File: src/rtl/port_mode_consts.svh
// What this block does
// - framing mode from own six-bit field
// - framed family and sub-mode decode
// - G.832 PLCP codes reserved, E3 PLCP G.751
// - clear-channel mode when top bit set
// - overhead-mask modes use mask pins, unipolar
// - payload loopback off in mask modes
// - octet-aligned mask modes octet stuff
// - HEC hunt bitwise, bytewise in octet mask
// - PLCP searched bitwise, cells only
// - DS3 direct cells nibble/bit, HDLC bit
// - DS3 PLCP nibble aligned, ignore align bit
// - DS3 PLCP only with generated C-bits
// - G.751 PLCP forces bits 13-16 to 1100
// - G.751 direct bit-aligns cells and packets
// - G.832 cells byte/bit, HDLC bit aligned
// - line mode selects LINE_INTERFACE_UNIT and attenuator
// - bipolar code B3ZS/HDB3 or AMI
// - unipolar: no coding, counter still counts
// - no violation counting in mask modes
// - analog loopback analog or digital path
`ifndef PORT_MODE_CONSTS_SVH
`define PORT_MODE_CONSTS_SVH
`define FAM_DS3_CBIT     2'h0
`define FAM_DS3_M23      2'h1
`define FAM_E3_G751      2'h2
`define FAM_E3_G832      2'h3
`define SUB_DIRECT       3'h0
`define SUB_OHM          3'h1
`define SUB_IFRAC        3'h2
`define SUB_XFRAC        3'h3
`define SUB_PLCP         3'h4
`define SUB_PLCP_OHM     3'h5
`define SUB_FFRAC        3'h6
`define FM_CLEAR_BIT     5
`define FM_FAM_HI        4
`define FM_FAM_LO        3
`define G751_PLCP_FILL   4'hC
`define FM_RESET         6'h00
`define LM_RESET         3'h0
`define RESTART_CYCLES   2'h2
`endif

File: src/rtl/port_mode_pkg.sv
package port_mode_pkg;
  typedef enum logic [1:0] {
    LC_UNI  = 2'h0,
    LC_B3ZS = 2'h1,
    LC_HDB3 = 2'h2,
    LC_AMI  = 2'h3
  } line_code_type;
  typedef enum logic [1:0] {
    JA_OFF = 2'h0,
    JA_TX  = 2'h1,
    JA_RX  = 2'h2
  } ja_place_type;
  typedef enum logic [1:0] {
    AL_BIT    = 2'h0,
    AL_NIBBLE = 2'h1,
    AL_BYTE   = 2'h2
  } align_type;
  typedef enum logic [1:0] {
    ST_RUN     = 2'h0,
    ST_RESTART = 2'h1,
    ST_ILLEGAL = 2'h3
  } port_state_type;
endpackage

File: src/rtl/port_framing_line_mode_decoder.sv
`timescale 1ns/1ps
`default_nettype none
`include "port_mode_consts.svh"
module port_framing_line_mode_decoder
  import port_mode_pkg::*;
(
  input  wire logic          core_clk_i,
  input  wire logic          resetn_i,
  input  wire logic [5:0]    framing_mode_sel_i,
  input  wire logic [2:0]    line_mode_sel_i,
  input  wire logic          cell_align_sel_i,
  input  wire logic          m23_cbit_payload_i,
  input  wire logic          hdlc_mode_i,
  input  wire logic          tx_zero_supp_disable_i,
  input  wire logic          rx_zero_supp_disable_i,
  input  wire logic          payload_loopback_req_i,
  input  wire logic          analog_loopback_req_i,
  input  wire logic          tx_line_clk_i,
  input  wire logic          tx_pos_rail_i,
  input  wire logic          tx_neg_rail_i,
  input  wire logic          rx_line_clk_i,
  input  wire logic          rx_pos_rail_i,
  input  wire logic          rx_neg_lcv_mask_pin_i,
  input  wire logic          tx_ovh_mask_in_i,
  output logic               framer_en_o,
  output logic               all_ones_o,
  output logic               clear_channel_o,
  output logic [1:0]         family_o,
  output logic [2:0]         sub_mode_o,
  output logic               overhead_mask_mode_o,
  output logic               octet_aligned_o,
  output logic               plcp_en_o,
  output logic               frac_en_o,
  output logic               bert_avail_o,
  output logic               payload_loopback_o,
  output align_type          cell_align_o,
  output align_type          hdlc_align_o,
  output logic               hec_byte_hunt_o,
  output logic               hdlc_octet_stuff_o,
  output logic               plcp_bit_search_o,
  output logic               hdlc_blocked_o,
  output logic               g751_fill_en_o,
  output logic [3:0]         g751_fill_o,
  output line_code_type      tx_code_o,
  output line_code_type      rx_code_o,
  output logic               tx_ami_select_o,
  output logic               rx_ami_select_o,
  output logic               liu_en_o,
  output ja_place_type       ja_o,
  output logic               bpv_count_en_o,
  output logic               bpv_pulse_o,
  output logic               tx_ovh_mask_out_o,
  output logic               rx_ovh_mask_o,
  output logic               rx_line_clk_o,
  output logic               rx_pos_rail_o,
  output logic               rx_neg_rail_o,
  output logic               restart_search_o
);
  //////////////////////////////////////////////////////////////////////////
  // mode field decode
  // reserved: framed sub 111, g.832 plcp, clear channel 1xx
  function automatic logic fm_is_reserved(input logic [5:0] fm);
    if (!fm[`FM_CLEAR_BIT])
      fm_is_reserved = (fm[2:0] == 3'h7) ||
                       (fm[4:3] == `FAM_E3_G832 &&
                        (fm[2:0] == `SUB_PLCP ||
                         fm[2:0] == `SUB_PLCP_OHM));
    else
      // clear channel 0x0 plain, 001 mask, 011 octet mask
      fm_is_reserved = fm[2];
  endfunction

  function automatic logic fm_is_ohm(input logic [5:0] fm);
    if (!fm[`FM_CLEAR_BIT])
      fm_is_ohm = (fm[2:0] == `SUB_OHM) || (fm[2:0] == `SUB_PLCP_OHM);
    else
      fm_is_ohm = fm[0];
  endfunction

  logic [5:0]     fm_q;
  logic [2:0]     lm_q;
  port_state_type state;
  port_state_type next_state;
  logic [1:0]     restart_cnt;
  logic           fm_changed;
  logic           illegal;
  logic           clr;
  logic [1:0]     fam;
  logic [2:0]     sub;
  logic           overhead_mask_mode;
  logic           e3;
  logic           is_plcp;
  line_code_type  tx_code;
  line_code_type  rx_code;
  logic           liu_en;
  ja_place_type   ja;
  logic           bpv_en;
  line_code_type  rx_code_unused;
  align_type      next_cell_align;

  assign fm_changed = (framing_mode_sel_i != fm_q) ||
                      (line_mode_sel_i != lm_q);
  assign illegal    = fm_is_reserved(framing_mode_sel_i);
  assign clr        = framing_mode_sel_i[`FM_CLEAR_BIT];
  assign fam        = framing_mode_sel_i[`FM_FAM_HI:`FM_FAM_LO];
  assign sub        = clr ? `SUB_DIRECT : framing_mode_sel_i[2:0];
  // reserved codes are no mask mode: keeps bpv and mask outputs in step
  assign overhead_mask_mode        = fm_is_ohm(framing_mode_sel_i) &&
                      !illegal;
  assign e3         = fam[1];
  assign is_plcp    = !clr && (sub == `SUB_PLCP || sub == `SUB_PLCP_OHM);

  //////////////////////////////////////////////////////////////////////////
  // line mode per direction
  line_mode_decode u_tx_line (
    .line_mode_sel_i     (line_mode_sel_i),
    .zero_supp_disable_i (tx_zero_supp_disable_i),
    .e3_family_i         (e3),
    .ohm_mode_i          (overhead_mask_mode),
    .code_o              (tx_code),
    .liu_en_o            (liu_en),
    .ja_o                (ja),
    .bpv_count_en_o      ()
  );

  line_mode_decode u_rx_line (
    .line_mode_sel_i     (line_mode_sel_i),
    .zero_supp_disable_i (rx_zero_supp_disable_i),
    .e3_family_i         (e3),
    .ohm_mode_i          (overhead_mask_mode),
    .code_o              (rx_code),
    .liu_en_o            (),
    .ja_o                (),
    .bpv_count_en_o      (bpv_en)
  );
  assign rx_code_unused = rx_code;

  //////////////////////////////////////////////////////////////////////////
  // port state
  always_comb begin
    next_state = state;
    case (state)
      ST_RUN:
        if (illegal)
          next_state = ST_ILLEGAL;
        else if (fm_changed)
          next_state = ST_RESTART;
      // go to run only once the count runs out with no further change
      ST_RESTART:
        if (illegal)
          next_state = ST_ILLEGAL;
        else if (restart_cnt == 2'h0 && !fm_changed)
          next_state = ST_RUN;
      ST_ILLEGAL:
        if (!illegal)
          next_state = ST_RESTART;
      default: next_state = ST_ILLEGAL;
    endcase
  end

  always_ff @(posedge core_clk_i or negedge resetn_i) begin
    if (!resetn_i) begin
      state <= ST_RESTART;
    end else begin
      state <= next_state;
    end
  end

  always_ff @(posedge core_clk_i or negedge resetn_i) begin
    if (!resetn_i) begin
      fm_q        <= `FM_RESET;
      lm_q        <= `LM_RESET;
      restart_cnt <= `RESTART_CYCLES;
    end else begin
      fm_q <= framing_mode_sel_i;
      lm_q <= line_mode_sel_i;
      if (fm_changed || illegal)
        restart_cnt <= `RESTART_CYCLES;
      else if (restart_cnt != 2'h0)
        restart_cnt <= restart_cnt - 2'h1;
    end
  end

  //////////////////////////////////////////////////////////////////////////
  // alignment
  // m23 with payload c-bits keeps no nibble grid, so cells go bitwise
  always_comb begin
    next_cell_align = AL_BIT;
    if (clr)
      next_cell_align = (overhead_mask_mode && framing_mode_sel_i[1]) ? AL_BYTE : AL_BIT;
    else if (is_plcp)
      next_cell_align = e3 ? AL_BYTE : AL_NIBBLE;
    else if (sub == `SUB_DIRECT)
      case (fam)
        `FAM_DS3_CBIT, `FAM_DS3_M23:
          next_cell_align = (cell_align_sel_i || (fam == `FAM_DS3_M23 &&
                             m23_cbit_payload_i)) ? AL_BIT
                                                  : AL_NIBBLE;
        `FAM_E3_G751: next_cell_align = AL_BIT;
        `FAM_E3_G832:
          next_cell_align = cell_align_sel_i ? AL_BIT : AL_BYTE;
        default: next_cell_align = AL_BIT;
      endcase
  end

  //////////////////////////////////////////////////////////////////////////
  // registered decode outputs
  // all-ones and idle framer while the code is reserved
  always_ff @(posedge core_clk_i or negedge resetn_i) begin
    if (!resetn_i) begin
      framer_en_o          <= 1'b0;
      all_ones_o           <= 1'b1;
      clear_channel_o      <= 1'b0;
      family_o             <= 2'h0;
      sub_mode_o           <= 3'h0;
      overhead_mask_mode_o <= 1'b0;
      octet_aligned_o      <= 1'b0;
      plcp_en_o            <= 1'b0;
      frac_en_o            <= 1'b0;
      bert_avail_o         <= 1'b0;
      payload_loopback_o   <= 1'b0;
      cell_align_o         <= AL_BIT;
      hdlc_align_o         <= AL_BIT;
      hec_byte_hunt_o      <= 1'b0;
      hdlc_octet_stuff_o   <= 1'b0;
      plcp_bit_search_o    <= 1'b0;
      hdlc_blocked_o       <= 1'b0;
      g751_fill_en_o       <= 1'b0;
      g751_fill_o          <= 4'h0;
      restart_search_o     <= 1'b1;
    end else begin
      framer_en_o      <= (next_state == ST_RUN);
      all_ones_o       <= (next_state == ST_ILLEGAL);
      restart_search_o <= (next_state != ST_RUN);
      clear_channel_o  <= clr;
      family_o         <= fam;
      sub_mode_o       <= sub;
      overhead_mask_mode_o <= overhead_mask_mode && !illegal;
      octet_aligned_o  <= clr && overhead_mask_mode && framing_mode_sel_i[1];
      plcp_en_o        <= is_plcp && !illegal &&
                          !(fam == `FAM_DS3_M23 && m23_cbit_payload_i);
      frac_en_o        <= !clr && (sub == `SUB_IFRAC || sub == `SUB_XFRAC ||
                          sub == `SUB_FFRAC);
      bert_avail_o     <= 1'b1;
      payload_loopback_o <= payload_loopback_req_i && !overhead_mask_mode && !illegal;
      cell_align_o     <= next_cell_align;
      hdlc_align_o     <= (clr && overhead_mask_mode && framing_mode_sel_i[1]) ? AL_BYTE
                                                                : AL_BIT;
      hec_byte_hunt_o  <= clr && overhead_mask_mode && framing_mode_sel_i[1];
      hdlc_octet_stuff_o <= clr && overhead_mask_mode && framing_mode_sel_i[1];
      plcp_bit_search_o <= is_plcp;
      hdlc_blocked_o   <= is_plcp && hdlc_mode_i;
      g751_fill_en_o   <= is_plcp && fam == `FAM_E3_G751;
      g751_fill_o      <= (is_plcp && fam == `FAM_E3_G751) ?
                          `G751_PLCP_FILL : 4'h0;
    end
  end

  //////////////////////////////////////////////////////////////////////////
  // line side
  always_ff @(posedge core_clk_i or negedge resetn_i) begin
    if (!resetn_i) begin
      tx_code_o         <= LC_UNI;
      rx_code_o         <= LC_UNI;
      tx_ami_select_o   <= 1'b0;
      rx_ami_select_o   <= 1'b0;
      liu_en_o          <= 1'b0;
      ja_o              <= JA_OFF;
      bpv_count_en_o    <= 1'b0;
      bpv_pulse_o       <= 1'b0;
      tx_ovh_mask_out_o <= 1'b0;
      rx_ovh_mask_o     <= 1'b0;
      rx_line_clk_o     <= 1'b0;
      rx_pos_rail_o     <= 1'b0;
      rx_neg_rail_o     <= 1'b0;
    end else begin
      tx_code_o       <= tx_code;
      rx_code_o       <= rx_code_unused;
      tx_ami_select_o <= tx_code == LC_AMI;
      rx_ami_select_o <= rx_code_unused == LC_AMI;
      liu_en_o        <= liu_en;
      ja_o            <= ja;
      bpv_count_en_o  <= bpv_en;
      bpv_pulse_o     <= bpv_en && rx_neg_lcv_mask_pin_i;
      tx_ovh_mask_out_o <= overhead_mask_mode && tx_ovh_mask_in_i;
      rx_ovh_mask_o   <= overhead_mask_mode && rx_neg_lcv_mask_pin_i;
      // digital loopback only with the line interface unit off
      if (analog_loopback_req_i && !liu_en) begin
        rx_line_clk_o <= tx_line_clk_i;
        rx_pos_rail_o <= tx_pos_rail_i;
        rx_neg_rail_o <= tx_neg_rail_i;
      end else begin
        rx_line_clk_o <= rx_line_clk_i;
        rx_pos_rail_o <= rx_pos_rail_i;
        // in mask modes this pin carries the mask, not a rail
        rx_neg_rail_o <= overhead_mask_mode ? 1'b0 : rx_neg_lcv_mask_pin_i;
      end
    end
  end
endmodule // port_framing_line_mode_decoder
`default_nettype wire

File: src/rtl/line_mode_decode.sv
`timescale 1ns/1ps
`default_nettype none
module line_mode_decode
  import port_mode_pkg::*;
(
  input  wire logic [2:0]    line_mode_sel_i,
  input  wire logic          zero_supp_disable_i,
  input  wire logic          e3_family_i,
  input  wire logic          ohm_mode_i,
  output line_code_type      code_o,
  output logic               liu_en_o,
  output ja_place_type       ja_o,
  output logic               bpv_count_en_o
);
  always_comb begin
    liu_en_o = 1'b0;
    ja_o     = JA_OFF;
    code_o   = LC_UNI;
    if (!line_mode_sel_i[2]) begin
      liu_en_o = (line_mode_sel_i != 3'h0);
      case (line_mode_sel_i[1:0])
        2'h2:    ja_o = JA_TX;
        2'h3:    ja_o = JA_RX;
        default: ja_o = JA_OFF;
      endcase
      if (zero_supp_disable_i)
        code_o = LC_AMI;
      else
        code_o = e3_family_i ? LC_HDB3 : LC_B3ZS;
    end
    if (ohm_mode_i)
      code_o = LC_UNI;
    // unipolar still counts external pulses, mask modes do not
    bpv_count_en_o = !ohm_mode_i;
  end
endmodule // line_mode_decode
`default_nettype wire

File: config.mk
export PLATFORM = sky130hd
export DESIGN_NAME = port_framing_line_mode_decoder
export DESIGN_NICKNAME = d
export VERILOG_FILES = /design/src/rtl/port_mode_pkg.sv /design/src/rtl/port_framing_line_mode_decoder.sv /design/src/rtl/line_mode_decode.sv
export VERILOG_INCLUDE_DIRS = /design/src /design/src/rtl
export SDC_FILE = /design/constraint.sdc
export NUM_CORES = 1
export LEC_CHECK = 0
export ABC_AREA = 1
export BUFFER_PORTS_ARGS = -buffer_cell sky130_fd_sc_hd__buf_2
export CORE_ASPECT_RATIO = 0.7
export CORE_MARGIN = 2
export CORE_UTILIZATION = 46
export CTS_CLUSTER_SIZE = 30
export DETAILED_ROUTE_END_ITERATION = 16
export GPL_TIMING_DRIVEN = 0
export MAX_ROUTING_LAYER = met4
export PLACE_DENSITY_LB_ADDON = 0.1
export SLEW_MARGIN = 0
export SYNTH_ARGS = -nofsm -noshare
export SYNTH_HDL_FRONTEND = slang
export SYNTH_HIERARCHICAL = 1
export SYNTH_SLANG_ARGS = --single-unit
File: constraint.sdc
create_clock -name core_clk_i -period 3.2 [get_ports core_clk_i]
set_clock_uncertainty 0.1 [all_clocks]
set_input_delay 0.48 -clock core_clk_i [delete_from_list [all_inputs] [get_ports core_clk_i]]
set_output_delay 0.48 -clock core_clk_i [all_outputs]
set_load 0.01 [all_outputs]
==> results.py, run 1 <==
metrics = {
    "status": {
        "run_status": "finished clean",
    },
    "timing": {
        "timing.max_slew.rel_slack": 0.3645,
        "timing.final.crit_share": 0.4864,
        "final_hold_viol_count": 0,
        "maxClockFrequency_ghz": 0.6425,
        "setup_tns_ns": 0,
        "tightestPinTransition_ns": 0.9532,
        "final-max-slew-violation-count": 0,
        "grt_setup_unrepaired": "no",
        "setup_violations": 0,
        "min_period_ns": 1.556,
        "fin_ws_ns": 1.644,
    },
    "cells_and_area": {
        "layout.filler_cells": 361,
        "diodes_inserted": 0,
        "final_common_cell": "sky130_fd_sc_hd__buf_2",
        "final_layout_size_suffix_gt1_frac": 0.3863,
        "most-common-layout-cells": "sky130_fd_sc_hd__buf_2, sky130_fd_sc_hd__nand2_1, sky130_fd_sc_hd__dfrtp_1, sky130_fd_sc_hd__nor2_1, sky130_fd_sc_hd__inv_1",
        "multi_input_area_um2": 486.7,
        "area_growth_pct": 26.40,
        "num-nets-final": 302,
        "area.sequential_um2": 1156,
    },
    "route": {
        "postRouteWirelength_um": 3281,
        "antenna_violating_nets_post_route": 0,
        "drt_drc_violations_left": 0,
        "routed-via-count": 1379,
        "drt_pass1_iterations": 4,
        "detail_route.iter0.violations": 32,
        "wl_per_cell_um": 9.973,
        "vias_per_cell": 4.191,
    },
    "critical_path": {
        "depth_of_the_most_critical_reg_to_reg_path": 6,
        "timing.setup.critical_path_class": "in2reg",
        "max_fo_critical_path": 10,
        "end_kind": "register",
        "critPathArrivalTime_ns": 1.69,
        "timing.rr.start": "restart_cnt[0]",
        "regToRegSetupSlack_ns": 1.93,
        "crit_path_start_kind": "input pin",
        "worstPathRequired_ns": 3.33,
        "critical_path.reg2reg.endpoint": "framer_en_o",
    },
    "cts": {
        "cts-root-buf": "sky130_fd_sc_hd__clkbuf_8",
        "cts_post_setup_buffers_inserted": 0,
        "cts_made_buffers": 5,
        "cts_tree": "done",
        "clk_pin_slew_worst_paths_ns": 0.08,
        "postCtsHoldBufs": 0,
        "numClockSinks": 46,
        "cts_max_level": 2,
        "post_cts_resize_count": 0,
        "clock_insertion_delay_worst_skew_ns": 0.29,
        "clockBufferDepth": 2,
    },
    "logic_synthesis": {
        "total_of_warnings_raised_by_yosys": 6,
        "cell_count_after_synthesis": 202,
        "synth_area_um2": 1853,
        "postSynthAreaPerCell_um2": 9.173,
    },
    "min_path": {
        "worstHoldPathType": "in2async",
    },
    "global_routing": {
        "global_route.overflow_total": 0,
        "first_global_vias": 1195,
        "maximum_number_of_pins_on_one_net_before_global_route_repair": 47,
        "grt_antenna_before_repair": 0,
        "grt_pass1_wl_um": 5520,
        "gr-usage-all-layers": 0.1640,
    },
    "placement": {
        "place.port_buffers": 65,
        "pre_cts_slack_ns": 1.333,
        "dp_hpwl_um": 2412,
        "gp_congestion": 0.7392,
    },
    "floorplan": {
        "dieWidth_um": 79.86,
        "start_util": 0.4753,
        "fp.coreArea_um2": 3899,
        "dieHeight_um": 57.10,
        "design.die.area_um2": 4560,
        "ioPinCount": 69,
        "floorplan.rows": 19,
    },
    "power": {
        "p_leak_nw": 1.415,
        "worst_ir_drop_vdd_uv": 286.8,
        "p_per_area_nw_per_um2": 477.7,
    },
    "job": {
        "cap_violations": 0,
    },
}
worst max path at each step:
| stage | from | endpoint | depth (start not counted) |
|---|---|---|---|
| after floorplan | framing_mode_sel_i[5] | rx_ami_select_o | 10 |
| after global placement | framing_mode_sel_i[4] | rx_ami_select_o | 11 |
| after detailed placement | framing_mode_sel_i[4] | rx_ami_select_o | 11 |
| after CTS | hdlc_align_o[1] | octet_aligned_o | 2 |
| after global routing | framing_mode_sel_i[4] | rx_ami_select_o | 11 |
| final | framing_mode_sel_i[4] | rx_ami_select_o | 11 |
flip-flops by register name (all words and copies together), names as in the netlist, 2 cells and up:
| signal | flops |
|---|---|
| state | 2 |
| cell_align_o | 2 |
| tx_code_o | 2 |
| fm_q | 4 |
| restart_cnt | 2 |
| lm_q | 3 |
| rx_code_o | 2 |
| sub_mode_o | 3 |
| ja_o | 2 |
layer usage:
metal,global-route usage,wire length (um),up-vias
met2,0.2269,1369,55
met4,0.04358,21,0
li1,-,-,722
met5,-,0,-
met1,0.2345,1612,600
met3,0.05380,277,2
critical path, cell delays in order:
cell and delay (ns):
sky130_fd_sc_hd__buf_2 0.20, sky130_fd_sc_hd__nand2_1 0.10, sky130_fd_sc_hd__nor2_1 0.14, sky130_fd_sc_hd__o21ai_1 0.12, sky130_fd_sc_hd__nand2_2 0.19, sky130_fd_sc_hd__inv_2 0.07
sky130_fd_sc_hd__inv_2 0.08, sky130_fd_sc_hd__nand2_2 0.06, sky130_fd_sc_hd__nor2_1 0.13, sky130_fd_sc_hd__nand2_1 0.07, sky130_fd_sc_hd__inv_1 0.05
layout make-up:
class	count	area share
sequential	46	0.4936
multi-input combinational	110	0.2078
timing repair buffer	65	0.1389
inverter	38	0.06090
clock buffer	7	0.03686
buffer	10	0.03205
tap	52	0.02778
clock inverter	1	0.002137
stage by stage:
step | hold slack (ns) | utilization | instances | instance area, um2 | power, mW
final | 0.2387 | 0.6008 | 329 | 2342 | 1.119
after global routing | 0.2428 | 0.6008 | 329 | 2342 | 1.183
after CTS | 0.2440 | 0.6008 | 329 | 2342 | 1.137
after detailed placement | 0.4246 | 0.5773 | 321 | 2251 | 0.7793
after global placement | 0.4113 | 0.5773 | 321 | 2251 | 0.7776
after floorplan | 0.08441 | - | 204 | 1861 | 0.7081
report_power, final:
| group | internal [mW] | switching (mW) | leakage, nW |
|---|---|---|---|
| clock | 0.174 | 0.180 | 0.0482 |
| sequential | 0.610 | 0.00912 | 0.574 |
| combinational | 0.0568 | 0.0887 | 0.792 |
Power figures use the tool's default switching activity.
==> inputs of run 2 (changes only) <==
--- a/config.mk
+++ b/config.mk
@@ -6,11 +6,11 @@
 export SDC_FILE = /design/constraint.sdc
 export NUM_CORES = 1
 export LEC_CHECK = 0
-export ABC_AREA = 1
+export ABC_AREA = 0
 export BUFFER_PORTS_ARGS = -buffer_cell sky130_fd_sc_hd__buf_2
 export CORE_ASPECT_RATIO = 0.7
 export CORE_MARGIN = 2
-export CORE_UTILIZATION = 46
+export CORE_UTILIZATION = 43
 export CTS_CLUSTER_SIZE = 30
 export DETAILED_ROUTE_END_ITERATION = 16
 export GPL_TIMING_DRIVEN = 0
==> constraint.sdc (replaced) <==
create_clock -name core_clk_i -period 1.3 [get_ports core_clk_i]
set_clock_uncertainty 0.1 [all_clocks]
set_input_delay 0.195 -clock core_clk_i [delete_from_list [all_inputs] [get_ports core_clk_i]]
set_output_delay 0.195 -clock core_clk_i [all_outputs]
set_load 0.01 [all_outputs]
==> run 2 against run 1 <==
  * The run now ends with hold timing, setup timing left
  * First-iteration DRC count up 50%
  * Routed wire length up 1.5%
  * Combinational power up 150%
  * Critical path depth down 7
  * Final cell count down 17%
==> results.py, run 2 <==
metrics = {
    "route": {
        "antenna_violating_nets_post_route": 0,
        "drt_drc_violations_left": 0,
        "postRouteWirelength_um": 3331,
        "wl_per_cell_um": 12.16,
        "vias_per_cell": 4.489,
        "drt_pass1_iterations": 4,
        "routed-via-count": 1230,
        "detail_route.iter0.violations": 48,
    },
    "cells_and_area": {
        "num-nets-final": 247,
        "area.sequential_um2": 1156,
        "multi_input_area_um2": 556.8,
        "area_growth_pct": 38.40,
        "flip_flop_count_of_the_largest_register_after_layout": 4,
        "final_common_cell": "sky130_fd_sc_hd__buf_2",
        "final_layout_size_suffix_gt1_frac": 0.4820,
        "postLayoutCoreUtil": 0.6220,
        "reg.largest.list": "fm_q x4, lm_q x3, sub_mode_o x3",
        "layout.filler_cells": 327,
        "diodes_inserted": 0,
        "largest_register": "fm_q",
        "most-common-layout-cells": "sky130_fd_sc_hd__buf_2, sky130_fd_sc_hd__dfrtp_1, sky130_fd_sc_hd__buf_6, sky130_fd_sc_hd__xor2_1",
    },
    "global_routing": {
        "global_route.usage.met1": 0.1983,
        "grt_antenna_before_repair": 0,
        "global_route.usage.met3": 0.04430,
        "grt_pass1_wl_um": 5444,
        "maximum_number_of_pins_on_one_net_before_global_route_repair": 47,
        "gr-usage-all-layers": 0.1635,
        "grt.met2_usage": 0.2583,
        "globalRoute.busiestLayer": "met2",
        "first_global_vias": 1214,
        "global_route.overflow_total": 0,
    },
    "critical_path": {
        "depth_of_the_most_critical_reg_to_reg_path": 4,
        "crit_path_max_incr_delay_ns": 0.53,
        "regToRegSetupSlack_ns": -0.27,
        "max_fo_critical_path": 4,
        "worstPathCellList": "xor2_1 -> nor3_2 -> nand3_2 -> or4_4",
        "critPathArrivalTime_ns": 1.67,
        "cp_top_family": "simple AND/OR/NAND/NOR gates",
        "crit_path_start_kind": "register",
        "cp_slowest_cell": "sky130_fd_sc_hd__or4_4",
        "worstPathRequired_ns": 1.41,
        "timing.setup.critical_path_class": "reg2reg",
        "end_kind": "register",
        "timing.critical_path.buf_inv": 0,
        "timing.rr.start": "fm_q[2]",
        "critical_path.reg2reg.endpoint": "state[0]",
    },
    "cts": {
        "clockBufferDepth": 2,
        "numClockSinks": 46,
        "clk_pin_slew_worst_paths_ns": 0.07,
        "cts_tree": "done",
        "cts_max_level": 2,
        "cts-root-buf": "sky130_fd_sc_hd__clkbuf_8",
        "cts_made_buffers": 5,
        "clock_insertion_delay_worst_skew_ns": 0.29,
    },
    "floorplan": {
        "floorplan.rows": 19,
        "design.die.area_um2": 4636,
        "ioPinCount": 69,
        "dieHeight_um": 57.57,
        "dieWidth_um": 80.53,
        "start_util": 0.4494,
        "fp.coreArea_um2": 3923,
    },
    "power": {
        "internal_power_mw": 2.049,
        "power.share.clock": 0.299,
        "total_switching_power_mw": 0.6399,
        "power.share.switching": 0.2380,
        "power.combinational.fraction": 0.135,
        "p_leak_nw": 1.265,
        "worst_ir_drop_vdd_uv": 814.3,
        "sequentialPowerShare": 0.566,
        "p_per_area_nw_per_um2": 1102,
    },
    "timing": {
        "maxClockFrequency_ghz": 0.6390,
        "fin_ws_ns": -0.2651,
        "grt_setup_unrepaired": "yes",
        "worst_hold_slack_ns": -0.04559,
        "min_period_ns": 1.565,
        "timing.final.crit_share": 1.204,
        "setup_violations": 6,
        "tightestPinTransition_ns": 0.9531,
        "setup_tns_ns": -1.051,
        "final_hold_viol_count": 42,
        "timing.max_slew.rel_slack": 0.3646,
        "final-max-slew-violation-count": 0,
    },
    "status": {
        "violations": "hold timing, setup timing",
        "run_status": "complete, but fails checks",
    },
    "min_path": {
        "worstHoldPathType": "in2async",
    },
    "logic_synthesis": {
        "synth_area_um2": 1763,
        "cell_count_after_synthesis": 138,
        "total_of_warnings_raised_by_yosys": 6,
        "postSynthAreaPerCell_um2": 12.77,
    },
    "placement": {
        "dp_hpwl_um": 2353,
        "gp_congestion": 0.7473,
        "pre_cts_slack_ns": -0.4140,
        "place.port_buffers": 65,
    },
    "job": {
        "cap_violations": 0,
    },
}
run 2: metal layers:
metal	up-vias	wire length, um
met5	-	0
met4	0	42
met3	5	191
met2	36	1663
met1	583	1434
li1	606	-
run 2: per-stage QoR:
step / hold WS (ns) / power, mW / cells / cell area (um2)
6_report: -0.04559 / 2.689 / 274 / 2440
4_1_cts: -0.01760 / 2.710 / 275 / 2369
5_1_grt: 0.01161 / 2.839 / 274 / 2440
3_5_place_dp: 0.2217 / 1.873 / 257 / 2177
2_1_floorplan: -0.2006 / 1.707 / 140 / 1787
3_3_place_gp: 0.2159 / 1.864 / 257 / 2177
run 2: cell type report:
class / instances / area share
flip-flops and latches: 46 / 0.4738
multi-input cells: 74 / 0.2282
repair buffers: 77 / 0.1964
clock buffers: 8 / 0.03282
plain buffers: 9 / 0.02974
well taps: 52 / 0.02667
inverters: 8 / 0.01231
run 2: repair_timing:
| action | CTS | global route |
|---|---|---|
| endpoints found under the hold margin | 49 | 0 |
| setup buffers | 3 | 3 |
| pin swaps | 3 | 4 |
| hold buffers | 7 | 0 |
| setup endpoints to repair | 8 | 13 |
| resized for setup | 3 | 16 |
run 2: how the worst max path moves through the flow:
stage | depth (start not counted) | slack (ns) | start | end
5_1_grt | 4 | -0.35 | fm_q[2] | state[0]
3_5_place_dp | 6 | -0.41 | framing_mode_sel_i[5] | state[0]
3_3_place_gp | 6 | -0.41 | framing_mode_sel_i[5] | state[0]
2_1_floorplan | 4 | -0.27 | lm_q[0] | state[0]
6_report | 4 | -0.27 | fm_q[2] | state[0]
4_1_cts | 4 | -0.33 | family_o[0] | state[0]
run 2: power groups by stage:
stage | registers, mW | clock network, mW | logic (mW)
floorplan | 1.58 | 0 | 0.127
finish | 1.52 | 0.803 | 0.363
detailed placement | 1.55 | 0 | 0.324
global placement | 1.55 | 0 | 0.317
global route | 1.53 | 0.909 | 0.402
CTS | 1.52 | 0.837 | 0.351
